$ cat config.mk
export PLATFORM = sky130hd
export DESIGN_NAME = rmfd_boot
export DESIGN_NICKNAME = d
export VERILOG_FILES = /design/src/rtl/rmfd_pkg.sv /design/src/rtl/rmfd_sync2.sv /design/src/rtl/rmfd_boot.sv
export SDC_FILE = /design/constraint.sdc
export NUM_CORES = 1
export LEC_CHECK = 0
export ABC_AREA = 1
export BUFFER_PORTS_ARGS = -buffer_cell sky130_fd_sc_hd__buf_4
export CAP_MARGIN = 20
export CORE_ASPECT_RATIO = 1.5
export CORE_MARGIN = 5
export CORE_UTILIZATION = 38
export CTS_CLUSTER_DIAMETER = 150
export DETAILED_ROUTE_END_ITERATION = 16
export PLACE_DENSITY = 0.8
export SLEW_MARGIN = 20
export SYNTH_ARGS = -nofsm -noshare
export SYNTH_HDL_FRONTEND = slang
export SYNTH_HIERARCHICAL = 1
export SYNTH_SLANG_ARGS = --single-unit
$ cat constraint.sdc
create_clock -name clk_sys -period 1.5 [get_ports clk_sys]
set_clock_uncertainty 0.1 [all_clocks]
set_input_delay 0.3 -clock clk_sys [delete_from_list [all_inputs] [get_ports clk_sys]]
set_output_delay 0.3 -clock clk_sys [all_outputs]
set_load 0.05 [all_outputs]
$ cat src/rtl/rmfd_pkg.sv
package rmfd_pkg;
  // Boot memory word addresses used during the reset sequence.
  localparam logic [31:0] MODE_VEC_ADDR = 32'h000ffff8;
  localparam logic [31:0] RESET_VEC_ADDR = 32'h000ffffc;
  // Vector table defaults and the debug tool NMI entry.
  localparam logic [31:0] TABLE_BASE_RESET = 32'h000ffc00;
  localparam logic [9:0] DBG_NMI_OFFSET = 10'h3c8;
  localparam logic [7:0] DBG_NMI_NUMBER = 8'h0d;
  localparam logic [31:0] BREAK_FACTOR_ADDR = 32'h00000b00;
  // Direct addressing window limits per access width.
  localparam logic [31:0] DIRECT_LIMIT_BYTE = 32'h000000ff;
  localparam logic [31:0] DIRECT_LIMIT_HALF = 32'h000001ff;
  localparam logic [31:0] DIRECT_LIMIT_WORD = 32'h000003ff;
  // Mode strap codes and the expected reserved mode byte.
  localparam logic [2:0] STRAP_INTERNAL = 3'h0;
  localparam logic [2:0] STRAP_EXTERNAL = 3'h1;
  // Edges the strap synchronisers need after reset release before their output is the pin level.
  localparam logic [1:0] SETTLE_CYCLES = 2'h2;
  localparam logic [7:0] MODE_BYTE_EXPECTED = 8'h07;
  localparam int MODE_BYTE_MSB = 31;
  localparam int MODE_BYTE_LSB = 24;
  // Access width codes.
  localparam logic [1:0] SIZE_BYTE = 2'h0;
  localparam logic [1:0] SIZE_HALF = 2'h1;
  localparam logic [1:0] SIZE_WORD = 2'h2;
  typedef enum logic [2:0] {
    RMFD_SYNC = 3'b000,
    RMFD_MODE_REQ = 3'b001,
    RMFD_VEC_REQ = 3'b010,
    RMFD_RUN = 3'b011,
    RMFD_FAULT = 3'b100
  } rmfd_state_t;
endpackage : rmfd_pkg

$ cat src/rtl/rmfd_sync2.sv
`timescale 1ns/100ps
module rmfd_sync2 (
  input wire logic clk_sys, // System clock.
  input wire logic rstn, // Asynchronous reset, active low.
  input wire logic din, // Asynchronous level.
  output logic dout // Synchronised level.
);
  logic stage1;

  // Two flops; only the second stage is visible to logic.
  always_ff @(posedge clk_sys or negedge rstn) begin
    if (!rstn) begin
      stage1 <= 1'b0;
      dout <= 1'b0;
    end else begin
      stage1 <= din;
      dout <= stage1;
    end
  end
endmodule : rmfd_sync2

$ cat src/rtl/rmfd_boot.sv
`timescale 1ns/100ps
module rmfd_boot (
  input wire logic clk_sys, // System clock, 10 MHz.
  input wire logic rstn, // Any reset source, asynchronous, active low.
  input wire logic modeStrapBit0, // Mode strap pin 0.
  input wire logic modeStrapBit1, // Mode strap pin 1.
  input wire logic modeStrapBit2, // Mode strap pin 2.
  output logic bootReq, // Boot memory read request.
  output logic [31:0] bootAddr, // Boot memory word address.
  output logic bootExternal, // Request targets external memory.
  input wire logic bootAck, // Boot memory answer strobe.
  input wire logic [31:0] bootData, // Boot memory read word.
  output logic [7:0] bootModeRegister, // Loaded mode byte.
  output logic [31:0] resetVector, // Fetched reset vector.
  output logic cpuStart, // CPU may execute the first instruction.
  output logic strapFault, // Unsupported strap setting was seen.
  output logic modeByteBad, // Mode byte differs from the expected value.
  input wire logic [31:0] vectorTableBase, // Current table base register.
  output logic [31:0] debugNmiVectorAddr, // Debug NMI vector address.
  output logic [7:0] debugNmiNumber, // Debug NMI interrupt number.
  input wire logic debugBreakReq, // Emulator break request from debug_support_pin.
  input wire logic emulatorAttached, // Emulator present.
  input wire logic dataWrite, // CPU data write strobe.
  input wire logic [31:0] dataAddr, // CPU data address.
  input wire logic [7:0] dataWdata, // CPU write byte.
  output logic breakFactor, // Break factor flag.
  output logic debugNmiReq, // Debug NMI request level.
  input wire logic [31:0] directAddr, // Operand address of a direct access.
  input wire logic [1:0] directSize, // Access width code.
  output logic directHit // Address lies inside the direct window.
);
  logic [2:0] strapSync;
  logic breakSync;
  logic [2:0] strapLatched;
  rmfd_pkg::rmfd_state_t state;
  rmfd_pkg::rmfd_state_t next_state;
  logic breakWrite;
  logic [1:0] settleCount;

  // Straps are pins, so each goes through a two-flop synchroniser.
  rmfd_sync2 uSync0 (.clk_sys(clk_sys), .rstn(rstn), .din(modeStrapBit0), .dout(strapSync[0]));
  rmfd_sync2 uSync1 (.clk_sys(clk_sys), .rstn(rstn), .din(modeStrapBit1), .dout(strapSync[1]));
  rmfd_sync2 uSync2 (.clk_sys(clk_sys), .rstn(rstn), .din(modeStrapBit2), .dout(strapSync[2]));
  rmfd_sync2 uSyncB (.clk_sys(clk_sys), .rstn(rstn), .din(debugBreakReq), .dout(breakSync));

  // Synchronisers leave reset at zero, so the sequencer waits until the pin level has reached their outputs.
  always_ff @(posedge clk_sys or negedge rstn) begin
    if (!rstn) begin
      settleCount <= 2'h0;
    end else if (state == rmfd_pkg::RMFD_SYNC && settleCount != rmfd_pkg::SETTLE_CYCLES) begin
      settleCount <= settleCount + 2'h1;
    end
  end

  // Boot sequencer; the wait state lets the synchronisers settle before straps are caught.
  always_comb begin
    next_state = state;
    case (state)
      rmfd_pkg::RMFD_SYNC: begin
        if (settleCount == rmfd_pkg::SETTLE_CYCLES) begin
          next_state = rmfd_pkg::RMFD_MODE_REQ;
        end
      end
      rmfd_pkg::RMFD_MODE_REQ: begin
        if (strapLatched != rmfd_pkg::STRAP_INTERNAL) begin
          next_state = rmfd_pkg::RMFD_FAULT;
        end else if (bootAck) begin
          next_state = rmfd_pkg::RMFD_VEC_REQ;
        end
      end
      rmfd_pkg::RMFD_VEC_REQ: begin
        if (bootAck) begin
          next_state = rmfd_pkg::RMFD_RUN;
        end
      end
      rmfd_pkg::RMFD_RUN: begin
        next_state = rmfd_pkg::RMFD_RUN;
      end
      rmfd_pkg::RMFD_FAULT: begin
        next_state = rmfd_pkg::RMFD_FAULT;
      end
      default: begin
        next_state = rmfd_pkg::RMFD_FAULT;
      end
    endcase
  end

  // State register.
  always_ff @(posedge clk_sys or negedge rstn) begin
    if (!rstn) begin
      state <= rmfd_pkg::RMFD_SYNC;
    end else begin
      state <= next_state;
    end
  end

  // Straps are loaded on every RMFD_SYNC cycle and held after it, so later noise cannot change the boot path.
  always_ff @(posedge clk_sys or negedge rstn) begin
    if (!rstn) begin
      strapLatched <= rmfd_pkg::STRAP_INTERNAL;
    end else if (state == rmfd_pkg::RMFD_SYNC) begin
      strapLatched <= strapSync;
    end
  end

  // Fetch requests; only the internal area is ever addressed.
  always_comb begin
    bootReq = (state == rmfd_pkg::RMFD_MODE_REQ && strapLatched == rmfd_pkg::STRAP_INTERNAL)
      || state == rmfd_pkg::RMFD_VEC_REQ;
    bootAddr = (state == rmfd_pkg::RMFD_VEC_REQ) ? rmfd_pkg::RESET_VEC_ADDR : rmfd_pkg::MODE_VEC_ADDR;
    bootExternal = 1'b0;
    cpuStart = (state == rmfd_pkg::RMFD_RUN);
    strapFault = (state == rmfd_pkg::RMFD_FAULT);
  end

  // Mode register is loaded only by the boot fetch; no write port exists for software.
  always_ff @(posedge clk_sys or negedge rstn) begin
    if (!rstn) begin
      bootModeRegister <= 8'h00;
      modeByteBad <= 1'b0;
    end else if (state == rmfd_pkg::RMFD_MODE_REQ && bootAck) begin
      bootModeRegister <= bootData[rmfd_pkg::MODE_BYTE_MSB:rmfd_pkg::MODE_BYTE_LSB];
      modeByteBad <= bootData[rmfd_pkg::MODE_BYTE_MSB:rmfd_pkg::MODE_BYTE_LSB]
        != rmfd_pkg::MODE_BYTE_EXPECTED;
    end
  end

  // Reset vector capture.
  always_ff @(posedge clk_sys or negedge rstn) begin
    if (!rstn) begin
      resetVector <= 32'h00000000;
    end else if (state == rmfd_pkg::RMFD_VEC_REQ && bootAck) begin
      resetVector <= bootData;
    end
  end

  // Debug NMI vector; the 32-bit sum wraps across the full address space.
  always_comb begin
    debugNmiVectorAddr = vectorTableBase + {22'h000000, rmfd_pkg::DBG_NMI_OFFSET};
    debugNmiNumber = rmfd_pkg::DBG_NMI_NUMBER;
    debugNmiReq = breakFactor;
  end

  // Break factor: set by a break even when noise fakes one; a set beats a clear in the same cycle.
  assign breakWrite = dataWrite && dataAddr == rmfd_pkg::BREAK_FACTOR_ADDR && dataWdata == 8'h00;
  always_ff @(posedge clk_sys or negedge rstn) begin
    if (!rstn) begin
      breakFactor <= 1'b0;
    end else if (breakSync) begin
      breakFactor <= 1'b1;
    end else if (breakWrite) begin
      breakFactor <= 1'b0;
    end
  end

  // Direct addressing window decode.
  always_comb begin
    case (directSize)
      rmfd_pkg::SIZE_BYTE: directHit = directAddr <= rmfd_pkg::DIRECT_LIMIT_BYTE;
      rmfd_pkg::SIZE_HALF: directHit = directAddr <= rmfd_pkg::DIRECT_LIMIT_HALF;
      rmfd_pkg::SIZE_WORD: directHit = directAddr <= rmfd_pkg::DIRECT_LIMIT_WORD;
      default: directHit = 1'b0;
    endcase
  end

  // Mode load precedes the vector fetch, and the CPU starts only after both.
  property p_order;
    @(posedge clk_sys) disable iff (!rstn)
    (state == rmfd_pkg::RMFD_MODE_REQ && bootAck && strapLatched == rmfd_pkg::STRAP_INTERNAL)
      |=> bootReq && bootAddr == rmfd_pkg::RESET_VEC_ADDR && !cpuStart;
  endproperty
  a_order: assert property (p_order) else $error("Vector fetch did not follow mode load.");

  property p_modeLoad;
    @(posedge clk_sys) disable iff (!rstn)
    (state == rmfd_pkg::RMFD_MODE_REQ && bootAck && strapLatched == rmfd_pkg::STRAP_INTERNAL)
      |=> bootModeRegister == $past(bootData[31:24]);
  endproperty
  a_modeLoad: assert property (p_modeLoad) else $error("Mode byte not taken from top byte.");

  property p_modeHold;
    @(posedge clk_sys) disable iff (!rstn)
    (state == rmfd_pkg::RMFD_RUN) |=> $stable(bootModeRegister);
  endproperty
  a_modeHold: assert property (p_modeHold) else $error("Mode register changed after boot.");

  property p_strapFault;
    @(posedge clk_sys) disable iff (!rstn)
    (state == rmfd_pkg::RMFD_MODE_REQ && strapLatched != rmfd_pkg::STRAP_INTERNAL) |=> strapFault[*3];
  endproperty
  a_strapFault: assert property (p_strapFault) else $error("Bad strap did not stop the boot.");

  property p_internal;
    @(posedge clk_sys) disable iff (!rstn)
    bootReq |-> !bootExternal && (bootAddr == rmfd_pkg::MODE_VEC_ADDR || bootAddr == rmfd_pkg::RESET_VEC_ADDR);
  endproperty
  a_internal: assert property (p_internal) else $error("Fetch left the internal area.");

  property p_nmiVec;
    @(posedge clk_sys) disable iff (!rstn)
    (vectorTableBase == rmfd_pkg::TABLE_BASE_RESET) |-> debugNmiVectorAddr == 32'h000fffc8;
  endproperty
  a_nmiVec: assert property (p_nmiVec) else $error("Debug NMI vector address wrong.");

  property p_breakSet;
    @(posedge clk_sys) disable iff (!rstn)
    $rose(breakFactor) |-> $past(breakSync);
  endproperty
  a_breakSet: assert property (p_breakSet) else $error("Break factor set without a break.");

  property p_breakClr;
    @(posedge clk_sys) disable iff (!rstn)
    (breakWrite && !breakSync) |=> !breakFactor ##0 !debugNmiReq;
  endproperty
  a_breakClr: assert property (p_breakClr) else $error("Break factor not cleared.");

  property p_window;
    @(posedge clk_sys) disable iff (!rstn)
    (directSize == rmfd_pkg::SIZE_HALF) |-> directHit == (directAddr < 32'h00000200);
  endproperty
  a_window: assert property (p_window) else $error("Halfword window decode wrong.");
endmodule : rmfd_boot

After elaboration in Yosys (flattened, before gate mapping)
Cells that the tools add are included.

Output and inout port bits: 120. Input port bits: 147. Logic and storage cells: 56. Register bits: 58.

Multiplexer cells: 9. Magnitude comparators: 3. Equal/unequal tests: 13. Reductions and logical operators: 14. Add/subtract/negate cells: 2.

Operators by type and width (count): adder 32 x 10 -> 32 bit, second input constant (1); equality test 32 x 12 -> 1 bit, second input constant (1); <= comparator 32 x 10 -> 1 bit, second input constant (1); <= comparator 32 x 8 -> 1 bit, second input constant (1); <= comparator 32 x 9 -> 1 bit, second input constant (1); 2-to-1 mux 3 bit (5); case mux 3 bit (4 select lines) (1); logical NOT 8 bit (1); != test 8 x 3 -> 1 bit, second input constant (1); equality test 3 x 2 -> 1 bit, second input constant (2); logical AND 1 bit (6); logical NOT 3 bit (2); != test 2 bit, second input constant (3); equality test 2 bit, second input constant (2); equality test 3 x 1 -> 1 bit, second input constant (1); equality test 3 bit, second input constant (1); != test 3 bit, second input constant (1); case mux 1 bit (3 select lines) (1); AND reduction 3 bit (1); nonzero test 3 bit (1); adder 2 x 1 -> 2 bit, second input constant (1); equality test 2 x 1 -> 1 bit, second input constant (1); logical NOT 2 bit (1); 2-to-1 mux 1 bit (2); other kinds (2) (2).

Longest topological paths before layout
Gate-level depths: netlist of run 1.

Depth after elaboration: 5. Gate-level depth with buffers: 9.

Cells and area by module
The synthesis of run 1 kept the hierarchy.

By module, submodules not included: rmfd_boot (times used 1, area each 3564.7 um2, cells an instance 511); rmfd_sync2 (times used 4, area each 50.0 um2, cells an instance 2).

Least setup slack after synthesis of run 1
No wires, ideal clock.

Path type: input to output. Start: input port vectorTableBase[3]. End: output port debugNmiVectorAddr[13]. Path slack: -0.732 ns. Arrival: 1.832 ns. Data required time: 1.100 ns. Stages: 6. Buffers on the path: 0. Cell sequence: ha_1 > nand2_1 > nand2_1 > nor2_1 > nor2_1 > xor2_1.

Longest elaborated chain between the ends: 1.

RTL lines: start: declaration (line rmfd_boot.sv:18) `input wire logic [31:0] vectorTableBase,`; adder 32 x 10 -> 32 bit (line rmfd_boot.sv:139) `debugNmiVectorAddr = vectorTableBase + {22'h000000, rmfd_pkg::DBG_NMI_OFFSET};`; end: declaration (line rmfd_boot.sv:19) `output logic [31:0] debugNmiVectorAddr,`.

No other way between the ends.

Worst setup path in the final report of run 1
Start: input port vectorTableBase[3]. End: output port debugNmiVectorAddr[17].

Same word-level chain as after synthesis.

==> run metrics, run 1 <==
fillers=442; I/O Buffers=211; number of antenna violations at the first check in global routing=0; result of the run=finished with violations; type of the worst min-delay path=primary input to flop; Detailed Route WL=21.1 mm; vias per inst=5.20; non-filler instance count after layout=961; Num Clock Sinks=58; count of placed standard cells including taps=887; fraction of layout instances using a drive strength above 1=63.5%; x dimension of the die=91.3 um; Setup Total Neg Slack=-16.86 ns; clock period minus final worst setup slack=1.88 ns; number of design rule violations left after detail routing=0; length of the first detailed-routing pass in iterations=7; # H-tree levels=3; cell area reported after detailed placement=6170 um2; # setup viols final=63; worst path arrival time=1.48 ns; utilization after layout=85.0%; die outline area=12000 um2; Mapped Cells=519; placeable core area=9690 um2; via count of the first global-routing pass=5246; leakage dissipation=4.13 nW; Period Utilization, post-route=126%; startpoint class of the critical path=primary input; post-route worst hold slack=0.119 ns; remaining antenna violation count after routing=0; minimum setup slack in the final design=-0.384 ns; Buf/Inv on CP=3; yosys synthesis warning count=6; setup slack, reg-to-reg=-0.38 ns; number of buffers created by CTS=9; cell class contributing the biggest share of worst-path delay=simple AND/OR/NAND/NOR gates; Setup CP Type=primary input to output port; worst setup timing slack at the placement stage=-0.455 ns; largest stage delay on the critical path=0.24 ns; post-synthesis sequential area ratio=38.6%; pin count of the biggest net entering global routing=31; cell type contributing the most total cell area after synthesis=dfrtp_1; launch instance of the worst min-delay path=bootData[16]; max-slew violation count=0; number of rows created at floorplan=44; number of flops mapped to enable cells by yosys=0; Synth top area share=38.6%; cell occurring most often along the worst timing path=buf_6; number of diodes=0; number of unique standard cell types used by synthesis=30; Post-Synthesis Cell Area=3760 um2; worst skew pair latency=0.33 ns; drt first-iter violations=222; Worst setup EP type=output port; detailed-route wire length per cell=22.0 um; buffer levels on the longest clock path=2; Final Instance Area=8240 um2; list of cells traversed by the critical path=buf_8 > ha_4 > nand2_4 > nand2_8 > nor2_4 > nor3_4 > buf_6 > xor2_4 > buf_6; first-pass GRT wire length=27.5 mm; WP depth=9; final hold violations=0; share of flip-flops with an asynchronous set or reset after synthesis=100%; synthesized area per cell=7.25 um2; maximum clock rate=531 MHz; vertical extent of the die=132 um; growth of design area from synthesis to finish=119%; root buffer cell=clkbuf_16; All-Layer GR Usage=29.0%; register bit count reported by yosys=58; worst reg2reg startpoint=state[2]; WHS Endpoint=resetVector[16]; cell count of the worst hold path=3; Power Total=5.68 mW; HPWL after detailed placement=11.5 mm; starting density of the core=38.9%; cell types with the largest area share after synthesis=dfrtp_1 (39%), nand2_1 (17%), buf_4 (9.2%); required time reported for the critical path endpoint=1.10 ns; # IOs=267; CTS tree=done; total number of vias=5001; end of the worst register-to-register path=resetVector[22]; total power divided by cell area=690 nW/um2; most used flip-flop cell after synthesis=dfrtp_1; nets@finish=990; unrepaired setup endpoints after global routing=yes; failing checks=setup timing; Final Wtd Congestion=0.962; length in cells of the worst reg-to-reg path=11; GR Overflow Total=0; number of max-capacitance violations reported=0; clock-pin slew reported for the worst setup and hold paths after clock tree synthesis=0.05 ns; top fanout value on the critical path=5; maximum vdd drop=842 uV; library cell contributing the largest single delay on the critical path=nor3_4
## cells by family (layout without fill, tap and decap cells)
group | Yosys count | count (layout) | share of synthesized area [%]
other | 2 | 40 | 0.199
AO/OA/AOI/OAI | 27 | 27 | 5.15
adder cells (fa/ha/maj) | 2 | 2 | 0.665
AND/OR/NAND/NOR | 298 | 298 | 34.7
flip-flops | 58 | 58 | 38.6
buffers and inverters | 117 | 406 | 17.3
XOR/XNOR | 15 | 15 | 3.49
## power breakdown
part           leakage (nW)  total [mW]  switching (mW)  internal, mW
Clock                 0.133        1.87           0.711          1.15
Combinational          3.25        2.09            1.27         0.816
Sequential            0.755        1.72          0.0692          1.65
Total                  4.13        5.68            2.06          3.62
## synth_stat cells, types with 4 or more instances
cell,number
nand3b_1,10
nor2_1,49
nand4_1,12
xor2_1,12
buf_4,46
buf_6,5
inv_1,61
dfrtp_1,58
o21ai_2,15
nor3_1,8
nor2_2,4
o21ai_0,9
nand3_1,33
nand2_1,170
## worst reg2reg max path, stage by stage (launching register included)
cell and delay, ns:
dfrtp_2 0.45, nor2_4 0.14, inv_2 0.07, nor2_4 0.13
buf_12 0.13, buf_8 0.10, buf_12 0.10, nand2_8 0.10
buf_12 0.18, buf_16 0.14, nand2_4 0.06, nand2_2 0.06
## layer usage
metal  vias to the layer above  track usage (%)  wire, um
met3                       113             7.77      1810
met2                       378             54.2     11500
li1                       2168                -         -
met5                         -                0         0
met1                      2342             26.8      6110
met4                         0             18.9      1690
## worst max path at each step
stage	from	end	slack (ns)
after floorplan	vectorTableBase[3]	debugNmiVectorAddr[19]	-0.20
after global placement	vectorTableBase[18]	debugNmiVectorAddr[27]	-0.42
after detailed placement	vectorTableBase[16]	debugNmiVectorAddr[21]	-0.45
after CTS	strapLatched[2]	bootReq	-0.35
after global routing	vectorTableBase[20]	debugNmiVectorAddr[29]	-0.46
final	vectorTableBase[3]	debugNmiVectorAddr[17]	-0.38
## registers in the layout, summed over array words and instances, names as in the netlist
name,count
settleCount,2
breakFactor,1
state,3
uSync1/stage1,1
uSyncB/stage1,1
uSync2/dout,1
uSync0/dout,1
uSync0/stage1,1
uSync2/stage1,1
bootModeRegister,8
uSync1/dout,1
strapLatched,3
resetVector,32
modeByteBad,1
uSyncB/dout,1
## layout make-up
cell class	instances	area (um2)	share of cell area, %
Multi-Input combinational cell	382	2950	35.8
Inverter	63	251	3.05
Timing Repair Buffer	327	3180	38.6
Tap cell	115	144	1.75
Clock buffer	13	250	3.04
Sequential cell	58	1450	17.6
Clock inverter	3	15.0	0.182
## cells in the final DEF (no fill, tap or decap), types with 6 or more instances in the layout
master,instances
buf_4,232
nand2_1,73
dfrtp_1,57
nand2_2,52
inv_1,52
buf_6,42
nand2_4,40
conb_1,40
nor2_1,26
nor2_4,23
buf_12,21
nand3_1,20
buf_8,20
o21ai_2,18
nand4_1,12
nand3_2,11
nand3b_1,10
clkbuf_16,10
xor2_4,8
inv_2,7
nand2_8,6
nor3_4,6
buf_16,6
## timing repair
action | 4_1_cts | 5_1_grt
pin swaps | 67 | 63
endpoints found under the hold margin | 33 | 0
endpoints found under the setup margin | 58 | 80
setup buffers | 28 | 24
cloned | 9 | 1
hold buffers | 5 | 0
gates resized for setup | 197 | 108
(Power assumes the default switching activity.)
==> run 2: changes to the inputs <==
CORE_ASPECT_RATIO = default   (was 1.5)
==> run metrics, run 2 (synthesis results as in run 1) <==
result of the run=finished with violations; failing checks=setup timing; # setup viols final=76; Buf/Inv on CP=4; drt first-iter violations=314; total power divided by cell area=639 nW/um2; length of the first detailed-routing pass in iterations=5; Period Utilization, post-route=130%; die outline area=12000 um2; number of antenna violations at the first check in global routing=0; vertical extent of the die=110 um; required time reported for the critical path endpoint=1.10 ns; type of the worst min-delay path=primary input to flop; pin count of the biggest net entering global routing=33; total net switching power=2.02 mW; first-pass GRT wire length=24.8 mm; number of diodes=0; # H-tree levels=3; unrepaired setup endpoints after global routing=yes; # IOs=267; remaining antenna violation count after routing=0; internal power consumption=3.11 mW; length in cells of the worst reg-to-reg path=12; root buffer cell=clkbuf_8; GR Overflow Total=0; end of the worst register-to-register path=resetVector[30]; growth of design area from synthesis to finish=113%; top fanout value on the critical path=4; Power Total=5.12 mW; x dimension of the die=110 um; HPWL after detailed placement=11.1 mm; vias per inst=5.16; max-slew violation count=0; number of max-capacitance violations reported=0; destination of the critical timing path=debugNmiVectorAddr[23]; worst setup timing slack at the placement stage=-0.438 ns; library cell contributing the largest single delay on the critical path=nor2_2; largest stage delay on the critical path=0.20 ns; most frequent standard cell in the layout excluding fill and tap cells=buf_4; number of flip-flops in the largest register=32; Worst setup EP type=output port; post-route worst hold slack=0.103 ns; highest-count cells in the layout ignoring fill and taps=buf_4 (215), nand2_1 (64), nand2_2 (58); placeable core area=9730 um2; count of placed standard cells including taps=912; combinational group share of total power=40.8%; I/O Buffers=211; starting density of the core=38.7%; minimum setup slack in the final design=-0.455 ns; clock period minus final worst setup slack=1.96 ns; total number of vias=5009; buffer levels on the longest clock path=2; detailed-route wire length per cell=20.6 um; Detailed Route WL=20.0 mm; maximum vdd drop=661 uV; largest registers in the final layout=resetVector x32, bootModeRegister x8; clock-pin slew reported for the worst setup and hold paths after clock tree synthesis=0.08 ns; Critical Path Source=vectorTableBase[18]; All-Layer GR Usage=26.8%; number of design rule violations left after detail routing=0; Final Wtd Congestion=0.937; most flop-heavy register=resetVector; number of rows created at floorplan=36; WP depth=9; setup slack, reg-to-reg=-0.32 ns; Setup CP Type=primary input to output port; clock group share of total power=25.7%; worst reg2reg startpoint=state[1]; leakage dissipation=4.01 nW; cell class contributing the biggest share of worst-path delay=simple AND/OR/NAND/NOR gates; Net Sw Frac=39.4%; sequential group share of total power=33.5%; non-filler instance count after layout=971; final hold violations=0; CTS tree=done; maximum clock rate=511 MHz; list of cells traversed by the critical path=buf_4 > nand2_4 > nor2_2 > buf_4 > nand2_1 > inv_1 > nand3b_1 > nand2_4 > buf_8; via count of the first global-routing pass=4952; Num Clock Sinks=58; worst path arrival time=1.56 ns; worst skew pair latency=0.34 ns; nets@finish=982; number of buffers created by CTS=9; startpoint class of the critical path=primary input; fraction of layout instances using a drive strength above 1=63.4%
[run 2: changes by cell type in the layout (fill, tap and decap cells not counted), sizes merged]
cell	previous run	this run
buf	321	311
clkbuf	14	12
clkinv	3	4
clkinvlp	0	2
inv	63	64
[run 2: per-stage QoR]
step           setup TNS (ns)  util, %  cell area (um2)
6_report               -18.47     82.4             8020
4_1_cts                -12.63     75.6             7360
5_1_grt                -22.92     82.4             8020
3_3_place_gp            -6.89     64.4             6270
2_1_floorplan           -1.88        -             4380
3_5_place_dp            -7.75     64.4             6270
[run 2: power groups by stage]
stage          registers (mW)  clock network, mW  logic [mW]
5_1_grt                  1.73               1.38        2.17
3_5_place_dp             1.73                  0        1.71
4_1_cts                  1.70               1.28        1.92
6_report                 1.72               1.32        2.09
2_1_floorplan            1.93                  0       0.866
3_3_place_gp             1.72                  0        1.69
[run 2: worst min-delay path by stage]
stage | from | slack, ns | end | depth (start not counted)
final | bootData[9] | 0.10 | resetVector[9] | 3
after global routing | bootData[16] | 0.12 | resetVector[16] | 3
after CTS | bootData[16] | 0.08 | resetVector[16] | 3
after detailed placement | rstn | 0.13 | resetVector[14] | 1
after global placement | rstn | 0.13 | resetVector[14] | 1
after floorplan | rstn | -0.1 | bootModeRegister[0] | 0
[run 2: worst reg2reg max path, stage by stage, from the launching register on]
cell and delay, ns:
dfrtp_2 0.43, inv_2 0.06, nor2_4 0.11, inv_2 0.07, nor2_4 0.16, buf_6 0.12
buf_6 0.08, buf_6 0.10, nand2_8 0.07, buf_12 0.14, buf_12 0.15, nand2_4 0.06
o21ai_2 0.05
[run 2: layout make-up]
type | instances | area (um2)
tap | 133 | 166
clock buffer | 11 | 141
timing repair buffer | 317 | 3040
sequential | 58 | 1450
timing repair inverter | 2 | 12.5
clock inverter | 5 | 30.0
multi-input combinational | 382 | 2920
fill | 500 | 1710
inverter | 63 | 251
[run 2: per-layer routing]
| layer | vias up | routed length (um) | track usage (%) |
|---|---|---|---|
| met1 | 2387 | 6300 | 28.0 |
| li1 | 2161 | - | - |
| met3 | 118 | 1640 | 5.87 |
| met5 | - | 0 | 0 |
| met2 | 343 | 10800 | 49.4 |
| met4 | 0 | 1240 | 14.8 |
[run 2: timing repair]
item | CTS | global route
endpoints found under the hold margin | 30 | 0
hold buffers | 5 | 0
gates resized for setup | 161 | 152
pin swaps | 73 | 48
setup endpoints to repair | 62 | 77
setup buffers | 21 | 18
cloned | 3 | 3
==> run 3: changes to the inputs <==
RECOVER_POWER = 25   (was default)
==> run metrics, run 3 (synthesis results as in run 1) <==
drt first-iter violations=323; length of the first detailed-routing pass in iterations=7; leakage dissipation=4.01 nW; most flop-heavy register=resetVector; Period Utilization, post-route=130%; placeable core area=9730 um2; # setup viols final=76; utilization after layout=82.4%; number of buffers created by CTS=9; clock group share of total power=25.7%; length in cells of the worst reg-to-reg path=12; x dimension of the die=110 um; highest-count cells in the layout ignoring fill and taps=buf_4 (211), nand2_1 (64), nand2_2 (58); launch instance of the worst min-delay path=bootData[9]; worst setup timing slack at the placement stage=-0.438 ns; unrepaired setup endpoints after global routing=yes; total net switching power=2.01 mW; vertical extent of the die=110 um; starting density of the core=38.7%; setup slack, reg-to-reg=-0.32 ns; # IOs=267; required time reported for the critical path endpoint=1.10 ns; startpoint class of the critical path=primary input; root buffer cell=clkbuf_8; All-Layer GR Usage=26.8%; GR Overflow Total=0; total number of vias=4999; largest registers in the final layout=resetVector x32, bootModeRegister x8; I/O Buffers=211; clock-pin slew reported for the worst setup and hold paths after clock tree synthesis=0.08 ns; pin count of the biggest net entering global routing=33; result of the run=finished with violations; Num Clock Sinks=58; most frequent standard cell in the layout excluding fill and tap cells=buf_4; vias per inst=5.15; top fanout value on the critical path=4; total power divided by cell area=639 nW/um2; growth of design area from synthesis to finish=113%; worst skew pair latency=0.34 ns; Net Sw Frac=39.3%; minimum setup slack in the final design=-0.457 ns; HPWL after detailed placement=11.1 mm; number of flip-flops in the largest register=32; failing checks=setup timing; internal power consumption=3.10 mW; maximum clock rate=511 MHz; relative max-transition margin=54.1%; CTS tree=done; Setup CP Type=primary input to output port; final hold violations=0; sequential group share of total power=33.6%; number of max-capacitance violations reported=0; Final Wtd Congestion=0.937; # H-tree levels=3; combinational group share of total power=40.8%; fillers=501; Sequential cell area=1450 um2; type of the worst min-delay path=primary input to flop; clock period minus final worst setup slack=1.96 ns; WHS Endpoint=resetVector[9]; worst reg2reg startpoint=state[1]; number of design rule violations left after detail routing=0; end of the worst register-to-register path=resetVector[30]; via count of the first global-routing pass=4952; cell count of the worst hold path=3; fraction of layout instances using a drive strength above 1=63.4%; buffer levels on the longest clock path=2; actual transition at the worst max-transition pin=0.688 ns; remaining antenna violation count after routing=0; detailed-route wire length per cell=20.5 um; die outline area=12000 um2; number of antenna violations at the first check in global routing=0; maximum vdd drop=659 uV; post-route worst hold slack=0.105 ns; number of rows created at floorplan=36; Detailed Route WL=19.9 mm; Worst setup EP type=output port; nets@finish=982; worst path arrival time=1.56 ns; first-pass GRT wire length=24.8 mm; multi-input logic area=2920 um2; number of diodes=0; max-slew violation count=0
## run 3: changes by cell type in the layout (fill, tap and decap cells not counted)
cell	before	now
clkbuf_2	0	1
buf_4	215	211
clkbuf_4	0	3
## run 3: final cells by class
cell class / count / area share [%]
sequential: 58 / 18.1
tap: 133 / 2.08
multi-input combinational: 382 / 36.4
clock buffer: 11 / 1.76
timing repair inverter: 2 / 0.156
clock inverter: 5 / 0.375
timing repair buffer: 317 / 37.9
inverter: 63 / 3.14
## run 3: how the worst max path moves through the flow
stage | startpoint | endpoint | slack [ns]
final | vectorTableBase[18] | debugNmiVectorAddr[23] | -0.46
after global routing | vectorTableBase[23] | debugNmiVectorAddr[27] | -0.51
after CTS | state[1] | bootReq | -0.34
after detailed placement | vectorTableBase[3] | debugNmiVectorAddr[23] | -0.44
after global placement | vectorTableBase[3] | debugNmiVectorAddr[23] | -0.43
after floorplan | vectorTableBase[3] | debugNmiVectorAddr[19] | -0.20
## run 3: timing repair
action	in CTS	in global routing
pin swaps	73	48
gates cloned	3	3
setup buffers	21	18
hold endpoints to repair	30	0
hold buffers	5	0
resized for setup	161	152
setup endpoints to repair	62	77
## run 3: power groups by stage
stage	combinational [mW]	clock, mW	sequential (mW)
after floorplan	0.866	0	1.93
after global placement	1.69	0	1.72
after detailed placement	1.71	0	1.73
after CTS	1.92	1.28	1.70
after global routing	2.17	1.38	1.73
final	2.09	1.31	1.72
## run 3: routing by layer
layer	track usage [%]	vias up	wire, um
met4	14.8	0	1240
met2	49.4	333	10800
met1	28.0	2389	6340
met5	0	-	0
li1	-	2161	-
met3	5.87	116	1590
## run 3: through the flow
| step | power [mW] | cell area, um2 | std cells | TNS [ns] |
|---|---|---|---|---|
| floorplan | 2.80 | 4380 | 557 | -1.88 |
| global placement | 3.41 | 6270 | 912 | -6.89 |
| detailed placement | 3.44 | 6270 | 912 | -7.75 |
| CTS | 4.90 | 7360 | 955 | -12.63 |
| global route | 5.28 | 8010 | 971 | -22.92 |
| finish | 5.12 | 8010 | 971 | -18.50 |
## run 3: worst max-delay path, cell delays in order
cell and delay [ns]:
buf_4 0.12, nand2_4 0.07, nor2_2 0.20, buf_4 0.17
nand2_1 0.15, inv_1 0.16, nand3b_1 0.15, nand2_4 0.09
buf_8 0.14
